===== src/rtl/dma_regs_defines.svh =====
// Offsets, field positions and reset values of the DMA register block
`ifndef DMA_REGS_DEFINES_SVH
`define DMA_REGS_DEFINES_SVH

`define OFS_ACTIVE 8'h30
`define OFS_DESC_BASE 8'h34
`define OFS_WB_BASE 8'h38
`define OFS_CHAN_SEL 8'h3f
`define OFS_CTRL_PRI 8'h40
`define OFS_CTRL_SEC 8'h44

`define BIT_CHANNEL_SOFT_RESET 0
`define BIT_EN 1
`define BIT_ACTIVE_BUSY_FLAG 15
`define POS_ID_LO 8
`define POS_ACTIVE_BLOCK_COUNT_LO 16
`define POS_LEVEL_REQUEST_EXECUTING_LO 0

`define POS_CMD_LO 24
`define POS_TRIGGER_ACTION_LO 22
`define POS_TRIGGER_SOURCE_SELECT_LO 8
`define POS_LVL_LO 5
`define BIT_EVENT_OUTPUT_ENABLE 4
`define BIT_EVENT_INPUT_ENABLE 3
`define POS_EVENT_INPUT_ACTION_LO 0

`define RST_VAL32 32'h0000_0000
`define RST_VAL4 4'h0
`define CHANNEL_SOFT_RESET_CYCLES 3'h3
`define NUM_CHANNELS 12

`endif


===== src/rtl/dma_regs_pkg.sv =====
// Types shared by the DMA register block and its channel slots
`default_nettype none
package dma_regs_pkg;

typedef enum logic [1:0] {
    CMD_NONE = 2'b00,
    CMD_SUSPEND = 2'b01,
    CMD_RESUME = 2'b10,
    CMD_RSVD = 2'b11
} sw_cmd_t;

typedef enum logic [1:0] {
    TRIG_BLOCK = 2'b00,
    TRIG_RSVD = 2'b01,
    TRIG_BEAT = 2'b10,
    TRIG_TRANSACTION = 2'b11
} trig_action_t;

typedef struct packed {
    logic enable;
    logic abort_req;
    logic soft_reset;
    logic [2:0] reset_count;
    logic suspend;
    logic resume;
    trig_action_t trig_action;
    logic [5:0] trig_source;
    logic [1:0] level;
    logic event_out_en;
    logic event_in_en;
    logic [2:0] event_action;
} chan_state_t;

typedef struct packed {
    logic [31:0] desc_base;
    logic [31:0] wb_base;
    logic [3:0] chan_sel;
    logic busy;
    logic [4:0] active_index;
    logic [15:0] block_count;
    logic [3:0] level_exec;
    logic [31:0] rd_data;
} regs_state_t;

endpackage
`default_nettype wire


===== src/rtl/dma_channel_slot.sv =====
// Control state of one DMA channel: enable, abort, soft reset, control B
`include "dma_regs_defines.svh"
`default_nettype none
module dma_channel_slot (
    input wire logic mclk,
    input wire logic reset,
    input wire logic ctrl_wr,
    input wire logic [7:0] ctrl_wdata,
    input wire logic sec_wr,
    input wire logic [31:0] sec_wdata,
    input wire logic transfer_active,
    input wire logic abort_done,
    output logic enable,
    output logic abort_req,
    output logic soft_reset,
    output logic suspend_pulse,
    output logic resume_pulse,
    output logic [1:0] trig_action,
    output logic [1:0] level,
    output logic [31:0] sec_rd
);

    dma_regs_pkg::chan_state_t q;
    dma_regs_pkg::chan_state_t d;

    always_comb begin
        d = q;
        d.suspend = 1'b0;
        d.resume = 1'b0;
        if (q.soft_reset) begin
            // Writes are dropped while the reset runs
            if (q.reset_count == `CHANNEL_SOFT_RESET_CYCLES) begin
                d = '0;
            end else begin
                d.reset_count = q.reset_count + 3'h1;
            end
        end else begin
            if (q.abort_req && abort_done) begin
                d.enable = 1'b0;
                d.abort_req = 1'b0;
            end
            if (ctrl_wr) begin
                if (ctrl_wdata[`BIT_CHANNEL_SOFT_RESET]) begin
                    // Whole write dropped while enabled
                    if (!q.enable) begin
                        d = '0;
                        d.soft_reset = 1'b1;
                    end
                end else if (ctrl_wdata[`BIT_EN]) begin
                    d.enable = 1'b1;
                    d.abort_req = 1'b0;
                end else if (d.enable) begin
                    // Stay enabled until the burst drains
                    if (transfer_active) begin
                        d.abort_req = 1'b1;
                    end else begin
                        d.enable = 1'b0;
                    end
                end
            end
            if (sec_wr) begin
                // Command and level are writable while enabled
                case (dma_regs_pkg::sw_cmd_t'(sec_wdata[`POS_CMD_LO +: 2]))
                    dma_regs_pkg::CMD_SUSPEND: begin
                        d.suspend = 1'b1;
                    end
                    dma_regs_pkg::CMD_RESUME: begin
                        d.resume = 1'b1;
                    end
                    default: begin
                    end
                endcase
                d.level = sec_wdata[`POS_LVL_LO +: 2];
                if (!q.enable) begin
                    if (dma_regs_pkg::trig_action_t'(
                        sec_wdata[`POS_TRIGGER_ACTION_LO +: 2]) !=
                        dma_regs_pkg::TRIG_RSVD) begin
                        d.trig_action = dma_regs_pkg::trig_action_t'(
                            sec_wdata[`POS_TRIGGER_ACTION_LO +: 2]);
                    end
                    d.trig_source = sec_wdata[`POS_TRIGGER_SOURCE_SELECT_LO +: 6];
                    d.event_out_en = sec_wdata[`BIT_EVENT_OUTPUT_ENABLE];
                    d.event_in_en = sec_wdata[`BIT_EVENT_INPUT_ENABLE];
                    d.event_action = sec_wdata[`POS_EVENT_INPUT_ACTION_LO +: 3];
                end
            end
        end
    end

    always_ff @(posedge mclk) begin
        if (reset) begin
            q <= '0;
        end else begin
            q <= d;
        end
    end

    assign enable = q.enable;
    assign abort_req = q.abort_req;
    assign soft_reset = q.soft_reset;
    assign suspend_pulse = q.suspend;
    assign resume_pulse = q.resume;
    assign trig_action = q.trig_action;
    assign level = q.level;

    // Command field reads zero: it acts as a one-shot strobe
    always_comb begin
        sec_rd = `RST_VAL32;
        sec_rd[`POS_TRIGGER_ACTION_LO +: 2] = q.trig_action;
        sec_rd[`POS_TRIGGER_SOURCE_SELECT_LO +: 6] = q.trig_source;
        sec_rd[`POS_LVL_LO +: 2] = q.level;
        sec_rd[`BIT_EVENT_OUTPUT_ENABLE] = q.event_out_en;
        sec_rd[`BIT_EVENT_INPUT_ENABLE] = q.event_in_en;
        sec_rd[`POS_EVENT_INPUT_ACTION_LO +: 3] = q.event_action;
    end

endmodule
`default_nettype wire


===== src/rtl/dma_channel_config_status_regs.sv =====
// Register block of the DMA controller: bases, channel select, status
//
// Decided for this implementation: strobed register access.
`include "dma_regs_defines.svh"
`default_nettype none
// How it works
// - Busy clears when count written back
// - Busy sets when next count fetched
// - Active index latched on each grant
// - Four level executing or pending bits
// - Reserved bits read zero, write zero
// - Channel select steers per-channel access
// - Enable bit starts channel, zero disabled
// - Disable waits for burst and abort
// - Enable bit ignores controller enable
// - Soft reset clears disabled channel registers
// - Soft reset ignored while channel enabled
// - Soft reset reads one until done
// - Active block count in upper half
// - Command: none, suspend, resume, reserved
// - Trigger action: block, beat, transaction
module dma_channel_config_status_regs #(
    parameter int NUM_CH = `NUM_CHANNELS
) (
    input wire logic mclk,
    input wire logic reset,
    input wire logic [7:0] addr,
    input wire logic [31:0] wr_data,
    input wire logic wr_strobe,
    input wire logic rd_strobe,
    output logic [31:0] rd_data,
    input wire logic ctrl_enabled,
    input wire logic grant_valid,
    input wire logic [4:0] grant_channel,
    input wire logic count_fetch_valid,
    input wire logic [15:0] count_fetch_value,
    input wire logic count_writeback_done,
    input wire logic [3:0] level_request,
    input wire logic [NUM_CH-1:0] transfer_active,
    input wire logic [NUM_CH-1:0] abort_done,
    output logic [31:0] desc_base_addr,
    output logic [31:0] wb_base_addr,
    output logic [NUM_CH-1:0] chan_enable,
    output logic [NUM_CH-1:0] chan_abort_req,
    output logic [NUM_CH-1:0] chan_soft_reset,
    output logic [NUM_CH-1:0] chan_suspend,
    output logic [NUM_CH-1:0] chan_resume,
    output logic [2*NUM_CH-1:0] chan_trig_action,
    output logic [2*NUM_CH-1:0] chan_level,
    output logic [3:0] active_channel_sel
);

    dma_regs_pkg::regs_state_t q;
    dma_regs_pkg::regs_state_t d;

    logic sel_ok;
    logic pri_wr;
    logic sec_wr;
    logic [31:0] sec_rd_all [NUM_CH];
    logic [31:0] sec_rd_sel;
    logic [7:0] pri_rd_sel;
    logic [31:0] active_word;

    // Selects above the last channel reach nothing
    assign sel_ok = {1'b0, q.chan_sel} < 5'(NUM_CH);
    assign pri_wr = wr_strobe && (addr == `OFS_CTRL_PRI) && sel_ok;
    assign sec_wr = wr_strobe && (addr == `OFS_CTRL_SEC) && sel_ok;

    // Per-channel access goes to the selected slot
    always_comb begin
        sec_rd_sel = `RST_VAL32;
        pri_rd_sel = 8'h00;
        for (int k = 0; k < NUM_CH; k++) begin
            if (sel_ok && q.chan_sel == 4'(k)) begin
                sec_rd_sel = sec_rd_all[k];
                pri_rd_sel[`BIT_EN] = chan_enable[k];
                pri_rd_sel[`BIT_CHANNEL_SOFT_RESET] = chan_soft_reset[k];
            end
        end
    end

    // Count is shown as held; only meaningful while busy
    always_comb begin
        active_word = `RST_VAL32;
        active_word[`POS_ACTIVE_BLOCK_COUNT_LO +: 16] = q.block_count;
        active_word[`BIT_ACTIVE_BUSY_FLAG] = q.busy;
        active_word[`POS_ID_LO +: 5] = q.active_index;
        active_word[`POS_LEVEL_REQUEST_EXECUTING_LO +: 4] = q.level_exec;
    end

    always_comb begin
        d = q;
        d.level_exec = level_request;
        if (grant_valid) begin
            d.active_index = grant_channel;
        end
        if (count_writeback_done) begin
            d.busy = 1'b0;
        end
        // A fetch in the same cycle as a write-back wins
        if (count_fetch_valid) begin
            d.busy = 1'b1;
            d.block_count = count_fetch_value;
        end
        if (wr_strobe) begin
            case (addr)
                `OFS_DESC_BASE: begin
                    // Alignment is left to software
                    if (!ctrl_enabled) begin
                        d.desc_base = wr_data;
                    end
                end
                `OFS_WB_BASE: begin
                    // Alignment is left to software
                    if (!ctrl_enabled) begin
                        d.wb_base = wr_data;
                    end
                end
                `OFS_CHAN_SEL: begin
                    d.chan_sel = wr_data[3:0];
                end
                default: begin
                end
            endcase
        end
        d.rd_data = `RST_VAL32;
        if (rd_strobe) begin
            case (addr)
                `OFS_ACTIVE: begin
                    d.rd_data = active_word;
                end
                `OFS_DESC_BASE: begin
                    d.rd_data = q.desc_base;
                end
                `OFS_WB_BASE: begin
                    d.rd_data = q.wb_base;
                end
                `OFS_CHAN_SEL: begin
                    d.rd_data = {28'h0000000, q.chan_sel};
                end
                `OFS_CTRL_PRI: begin
                    d.rd_data = {24'h000000, pri_rd_sel};
                end
                `OFS_CTRL_SEC: begin
                    d.rd_data = sec_rd_sel;
                end
                default: begin
                    d.rd_data = `RST_VAL32;
                end
            endcase
        end
    end

    always_ff @(posedge mclk) begin
        if (reset) begin
            q <= '0;
        end else begin
            q <= d;
        end
    end

    assign rd_data = q.rd_data;
    assign desc_base_addr = q.desc_base;
    assign wb_base_addr = q.wb_base;
    assign active_channel_sel = q.chan_sel;

    genvar i;
    generate
        for (i = 0; i < NUM_CH; i++) begin : g_chan
            // Enable write needs no controller check
            dma_channel_slot u_slot (
                .mclk(mclk),
                .reset(reset),
                .ctrl_wr(pri_wr && q.chan_sel == 4'(i)),
                .ctrl_wdata(wr_data[7:0]),
                .sec_wr(sec_wr && q.chan_sel == 4'(i)),
                .sec_wdata(wr_data),
                .transfer_active(transfer_active[i]),
                .abort_done(abort_done[i]),
                .enable(chan_enable[i]),
                .abort_req(chan_abort_req[i]),
                .soft_reset(chan_soft_reset[i]),
                .suspend_pulse(chan_suspend[i]),
                .resume_pulse(chan_resume[i]),
                .trig_action(chan_trig_action[2*i +: 2]),
                .level(chan_level[2*i +: 2]),
                .sec_rd(sec_rd_all[i])
            );
        end
    endgenerate

endmodule
`default_nettype wire


===== config.mk =====
export PLATFORM = sky130hd
export DESIGN_NAME = dma_channel_config_status_regs
export DESIGN_NICKNAME = d
export VERILOG_FILES = /design/src/rtl/dma_regs_pkg.sv /design/src/rtl/dma_channel_slot.sv /design/src/rtl/dma_channel_config_status_regs.sv
export VERILOG_INCLUDE_DIRS = /design/src /design/src/rtl
export SDC_FILE = /design/constraint.sdc
export NUM_CORES = 1
export LEC_CHECK = 0
export ABC_AREA = 1
export BUFFER_PORTS_ARGS = -buffer_cell sky130_fd_sc_hd__buf_4
export CORE_ASPECT_RATIO = 1.25
export CORE_UTILIZATION = 45
export DETAILED_ROUTE_END_ITERATION = 7
export GPL_TIMING_DRIVEN = 0
export PLACE_DENSITY_LB_ADDON = 0.2
export SETUP_SLACK_MARGIN = 0.1
export SYNTH_ARGS = -nofsm -noshare
export SYNTH_HDL_FRONTEND = slang
export SYNTH_HIERARCHICAL = 1
export SYNTH_SLANG_ARGS = --single-unit

===== constraint.sdc =====
create_clock -name mclk -period 2.3 [get_ports mclk]
set_input_delay 0.46 -clock mclk [delete_from_list [all_inputs] [get_ports mclk]]
set_output_delay 0.46 -clock mclk [all_outputs]
set_load 0.005 [all_outputs]

After elaboration in Yosys (flattened, before gate mapping). Cells that the tools add are included.

Register bits after elaboration: 402. Input bits: 97. Output and inout bits: 208. Logic and storage cells: 632.

$add $sub $neg: 12. Order comparisons: 1. Eq/ne operators: 68. Muxes and demuxes: 267. Bitwise gates (word level): 2. Reduce and logical (&&, ||, !) cells: 130.

Operators by type and width (number): 23-bit 2-to-1 mux (36); 32-bit 2-to-1 mux (11); 21-bit 2-to-1 mux (12); 17-bit 2-to-1 mux (12); 32-bit one-hot mux with 6 select lines (1); 15-bit 2-to-1 mux (12); 2-bit 2-to-1 mux (84); 8-bit 2-to-1 mux (12); 3-bit 2-to-1 mux (24); 3-bit nonzero test (24); 5-bit 2-to-1 mux (12); 1-bit logical AND (52); 1-bit 2-to-1 mux (50); 2-bit nonzero test (25); 2-bit inequality test (second input constant) (24); 4-bit AND reduction (12); 3-bit AND reduction (14); 3-bit by 1-bit adder with 3-bit output (second input constant) (12); 3-bit by 2-bit == test with 1-bit output (second input constant) (12); 3-bit by 2-bit inequality test with 1-bit output (second input constant) (12); 8-bit by 6-bit == test with 1-bit output (second input constant) (4); 24-bit 2-to-1 mux (1); 4-bit by 3-bit == test with 1-bit output (second input constant) (4); 4-bit == test (second input constant) (4); 11 further kinds (14).

Depth between registers and ports, before layout.
Word-level depth: 15. Depth in mapped cells: 17. Gate-level depth less buffers: 16.

Hierarchy. Netlist, hierarchy kept.

Modules (own cells, without submodules): dma_channel_slot (times used 12, cells an instance 218, area an instance 1422.6 µm², sequential area each 460.4 µm²); dma_channel_config_status_regs (times used 1, cells an instance 1424, area an instance 8308.0 µm², sequential area each 2522.4 µm²).

Least setup slack after synthesis. No wires, ideal clock.

Path type: input port to flip-flop. Start: input addr[1]. End: register g_chan[5].u_slot.q, in the netlist g_chan[5].u_slot/sec_rd[0]. Setup time: 128 ps. Arrival time: 2112 ps. Data required time: 2172 ps. Setup slack: 61 ps. Cell stages on the path: 16. Path buffers: 2. Path through: nor2_1 inv_1 nor2_1 inv_1 nor2_1 inv_1 nor2_1 nand2_1 clkbuf_1 nor2_1 nand3_2 nand2_1 buf_4 nor2_1 nor2_1 nor2_1.

Cells in the longest elaborated chain, start to end: 8. Elaborated cells on any way between the ends: 12. Classes of those cells: eq/ne (2); mux (4); reduce/logical (6).

RTL lines: start, declared (RTL line dma_channel_config_status_regs.sv:27) `input wire logic [7:0] addr,`; 8-bit by 7-bit == test with 1-bit output; 1-bit logical AND (2 in series) (RTL line dma_channel_config_status_regs.sv:66) `` assign pri_wr = wr_strobe && (addr == `OFS_CTRL_PRI) && sel_ok; ``; 1-bit logical AND (RTL line dma_channel_config_status_regs.sv:174) `.ctrl_wr(pri_wr && q.chan_sel == 4'(i)),`; 23-bit 2-to-1 mux (RTL line dma_channel_slot.sv:42) `if (ctrl_wr) begin`; 5-bit 2-to-1 mux (RTL line dma_channel_slot.sv:74) `if (!q.enable) begin`; 17-bit 2-to-1 mux (*) (RTL line dma_channel_slot.sv:61) `if (sec_wr) begin`; 23-bit 2-to-1 mux (*) (RTL line dma_channel_slot.sv:30) `if (q.soft_reset) begin`; end signal, assigned (RTL line dma_channel_slot.sv:92) `q <= '0;`; end signal, assigned (RTL line dma_channel_slot.sv:94) `q <= d;`; end, declared (RTL line dma_channel_slot.sv:23) `dma_regs_pkg::chan_state_t q;`.

Mark *: on every way between the ends. The rest lies on a longest branch, timed or not. The select of a mux whose other input is x is not followed. A chain may end at the register's enable or synchronous reset.

Final worst setup path.
Start: register q, in the netlist active_channel_sel[1]. End: register q, in the netlist rd_data[0].

Cells in the longest elaborated chain, start to end: 15. Elaborated cells on any way between the ends: 50. Classes of those cells: order compare (1); eq/ne (11); mux (25); reduce/logical (13).

RTL lines: start, declared (RTL line dma_channel_config_status_regs.sv:53) `dma_regs_pkg::regs_state_t q;`; start signal, assigned (RTL line dma_channel_config_status_regs.sv:156) `q <= '0;`; start signal, assigned (RTL line dma_channel_config_status_regs.sv:158) `q <= d;`; 4-bit < comparator / 4-bit zero test (equally long branches) (RTL line dma_channel_config_status_regs.sv:65, dma_channel_config_status_regs.sv:74); 1-bit logical AND (RTL line dma_channel_config_status_regs.sv:74) `if (sel_ok && q.chan_sel == 4'(k)) begin`; 24-bit 2-to-1 mux / 2-bit 2-to-1 mux (equally long branches) (RTL line dma_channel_config_status_regs.sv:74); 32-bit 2-to-1 mux / 2-bit 2-to-1 mux (equally long branches) (11 in series) (RTL line dma_channel_config_status_regs.sv:74); 32-bit one-hot mux with 6 select lines (*) (RTL line dma_channel_config_status_regs.sv:128) `case (addr)`.

Mark *: on every way between the ends. The rest lies on a longest branch, timed or not.

==> flow_metrics.env <==
export IMPL_status="complete, no violations"
export IMPL_area_delta_synth_final_pct=25.9
export IMPL_worstSkewPairLatency_ns=0.61
export IMPL_hold_path_class="input pin to register"
export IMPL_gr_total_overflow=0
export IMPL_ys_ff_latch=402
export IMPL_track_usage=0.303
export IMPL_slowest_delay_ns=0.39
export IMPL_wirelength_microns=89200
export IMPL_ys_seq_area_frac=0.317
export IMPL_cap_viol_max_count=0
export IMPL_cpLargestDelayFamily="simple AND/OR/NAND/NOR gates"
export IMPL_synth_top_area_cell="dfxtp_1"
export IMPL_first_iter_violations=1754
export IMPL_drc=0
export IMPL_fin_crit_ns=2.22
export IMPL_p_sw_frac=0.241
export IMPL_ys_async_sr_fraction=0
export IMPL_setup_slack_ns=0.0803
export IMPL_worstPathCellList="buf_12 -> nand2_8 -> buf_12 -> nor2_4 -> buf_4 -> buf_4 -> nand2_1 -> nand4_1 -> nor2_2 -> nand4_1 -> nand2_1 -> nand3_1 -> nand2_2 -> inv_1"
export IMPL_vias=25661
export IMPL_whs_endpoint="active_word[1]"
export IMPL_worstMarginPinSlew_ns=0.894
export IMPL_core_sq_mm=0.0553
export IMPL_antenna_found_initial=4
export IMPL_clk_pin_slew_ns=0.06
export IMPL_postCtsHoldBufs=0
export IMPL_synthCells=4040
export IMPL_setup_viol=0
export IMPL_place_gp_congestion=0.920
export IMPL_numCtsBuffers=46
export IMPL_syn_area_sq_mm=0.0254
export IMPL_place_worst_setup_slack_ns=-1.37
export IMPL_first_global_vias=23408
export IMPL_crit_slowest_cell="dfxtp_4"
export IMPL_min_from="level_request[1]"
export IMPL_fill_cells=5469
export IMPL_power_frac_comb=0.064
export IMPL_crit_path_start_kind="register"
export IMPL_switching_power_mw=3.83
export IMPL_htreeDepth=2
export IMPL_cp_arrival_ns=2.73
export IMPL_postLayoutCellArea_sq_mm=0.0320
export IMPL_synth_distinct_cells=35
export IMPL_fin_worst_skew_ns=0.0215
export IMPL_grt_max_degree=40
export IMPL_synth_edf_count=0
export IMPL_r2r_start="active_channel_sel[1]"
export IMPL_slew_headroom=0.404
export IMPL_final_nets=4725
export IMPL_power_internal_mw=12.0
export IMPL_endpoint_kind="register"
export IMPL_die_area_sq_mm=0.0574
export IMPL_cts_root_buf="clkbuf_16"
export IMPL_netlist_top_cells_area="dfxtp_1 32%, nand2_1 19%, buf_4 14%"
export IMPL_cp_required_ns=2.81
export IMPL_critPathMaxFanout=4
export IMPL_peakVddDrop_v=0.000521
export IMPL_io_buffers=303
export IMPL_rsz0062_at_grt="yes"
export IMPL_clock_path_buffers=3
export IMPL_fin_tns_setup_ns=0
export IMPL_dp_hpwl_microns=65200
export IMPL_grt_pass1_wl_microns=133000
export IMPL_start_util=0.459
export IMPL_avgViaCountPerCell=4.76
export IMPL_cts_tree="done"
export IMPL_reg2reg_slack_ns=0.08
export IMPL_die_h_microns=268
export IMPL_max_freq_ghz=0.451
export IMPL_seqPwrFrac=0.441
export IMPL_synth_main_ff_cell="dfxtp_1"
export IMPL_slew_viol_final=0
export IMPL_post_synth_top_area_fraction=0.317
export IMPL_layoutNonFillerInstCount=5389
export IMPL_ys_warn_count=6
export IMPL_cts_sinks=402
export IMPL_hold_violations=0
export IMPL_syn_avg_cell_area_sq_um=6.28
export IMPL_hold_depth=3
export IMPL_drt_pass1_iterations=6
export IMPL_min_period_over_period=0.965
export IMPL_r2r_end="rd_data[0]"
export IMPL_ant_nets=0
export IMPL_rows=96
export IMPL_placed_cells=5270
export IMPL_p_leak_nw=15.8
export IMPL_die_width_microns=214
export IMPL_ios=305
export IMPL_drive_gt1_frac=0.246
export IMPL_cp_buffers_inverters=5
export IMPL_placed_area_sq_mm=0.0293
export IMPL_ff2ff_path_depth=14
export IMPL_power_frac_clock=0.495
export IMPL_avgRoutedWirePerCell_microns=16.6
export IMPL_power_density_mw_per_mm2=497
export IMPL_crit_type="register to register"
-- through the flow --
step / hold slack [ns] / utilization / total power [mW]
5_1_grt: 0.0859 / 0.578 / 16.3
3_5_place_dp: 0.449 / 0.530 / 8.11
4_1_cts: 0.0544 / 0.569 / 15.9
2_1_floorplan: 0.433 / - / 7.70
6_report: 0.0827 / 0.578 / 15.9
3_3_place_gp: 0.448 / 0.530 / 8.11
-- worst min-delay path, stage by stage --
cell,delay (ns)
buf_4,0.09
inv_1,0.04
nor2_1,0.07
-- flip-flops by register name, summed over array words and instances, names as in the netlist --
register and cells:
g_chan.u_slot/q 36, g_chan.u_slot/suspend_pulse 12, wb_base_addr 32, active_word 26
g_chan.u_slot/enable 12, active_channel_sel 4, g_chan.u_slot/abort_req 12, g_chan.u_slot/level 24
g_chan.u_slot/soft_reset 12, rd_data 32, g_chan.u_slot/resume_pulse 12, g_chan.u_slot/trig_action 24
desc_base_addr 32, g_chan.u_slot/sec_rd 132
-- cell usage in the layout (no fill, tap or decap), types with 19 or more instances in the layout --
| cell | netlist | layout |
|---|---|---|
| nand2_1 | 1263 | 1231 |
| buf_4 | 461 | 794 |
| nor2_1 | 727 | 676 |
| dfxtp_1 | 402 | 398 |
| inv_1 | 334 | 331 |
| conb_1 | 12 | 204 |
| nand3_1 | 182 | 174 |
| a21oi_1 | 149 | 147 |
| nand4_1 | 63 | 63 |
| clkbuf_1 | 58 | 62 |
| a211oi_1 | 58 | 58 |
| o21ai_0 | 48 | 48 |
| nor2_4 | 14 | 47 |
| clkbuf_16 | 0 | 47 |
| nand2_2 | 15 | 40 |
| buf_6 | 17 | 36 |
| buf_2 | 47 | 27 |
| nor2_2 | 7 | 27 |
| o22ai_1 | 26 | 26 |
| inv_2 | 20 | 19 |
-- synth_stat cells (all sizes together), types with 13 or more instances --
cell and n:
nand2 1278, nor2 748, buf 529, dfxtp 402
inv 366, nand3 195, a21oi 161, nand4 63
a211oi 58, clkbuf 58, o21ai 48, o22ai 26
nor3 14, o31ai 13
-- cells by family after synthesis --
family / synth area share
and+or+nand+nor: 0.372
buffers and inverters: 0.218
DFF: 0.317
AOI/OAI and AO/OA: 0.0857
adders and majority gates: 0.00592
other: 0.00177
-- timing repair --
item	4_1_cts	5_1_grt
pin swaps	26	46
endpoints found under the hold margin	0	0
setup buffers	18	12
resized for setup	116	120
gates cloned	0	3
endpoints found under the setup margin	288	172
-- layer usage --
layer	routed length, microns	track usage	part of all wire	up-vias
met5	30	0	0.00034	-
met4	6370	0.203	0.071	4
met3	5350	0.0420	0.060	261
met2	42300	0.517	0.47	850
met1	35200	0.354	0.39	11452
li1	-	-	-	13094
-- worst max-delay path by stage --
stage,start,end,slack [ns],cells past startpoint
4_1_cts,active_channel_sel[3],g_chan[11].u_slot/sec_rd[8],0.07,13
3_3_place_gp,addr[4],g_chan[3].u_slot/sec_rd[4],-1.40,13
3_5_place_dp,addr[4],g_chan[3].u_slot/sec_rd[3],-1.37,13
5_1_grt,active_channel_sel[1],rd_data[1],0.06,13
6_report,active_channel_sel[1],rd_data[0],0.08,14
2_1_floorplan,addr[1],g_chan[5].u_slot/sec_rd[0],0.06,16
-- power by group through the flow --
stage / sequential [mW] / combinational [mW] / clock [mW]
after floorplan: 7.15 / 0.541 / 0
after global placement: 7.16 / 0.952 / 0
after detailed placement: 7.16 / 0.953 / 0
after CTS: 7.00 / 0.962 / 7.96
after global routing: 7.00 / 1.09 / 8.20
final: 7.00 / 1.01 / 7.86
-- layout make-up --
type | count | area (sq um) | share of cell area
Antenna cell | 2 | 5.00 | 0.000157
Buffer | 587 | 4290 | 0.134
Clock buffer | 67 | 1340 | 0.0419
Clock inverter | 17 | 259 | 0.00811
Inverter | 367 | 1430 | 0.0448
Multi-Input combinational cell | 2878 | 13100 | 0.410
Sequential cell | 402 | 8060 | 0.252
Tap cell | 735 | 920 | 0.0288
Timing Repair Buffer | 334 | 2540 | 0.0796
(Power assumes the default switching activity.)
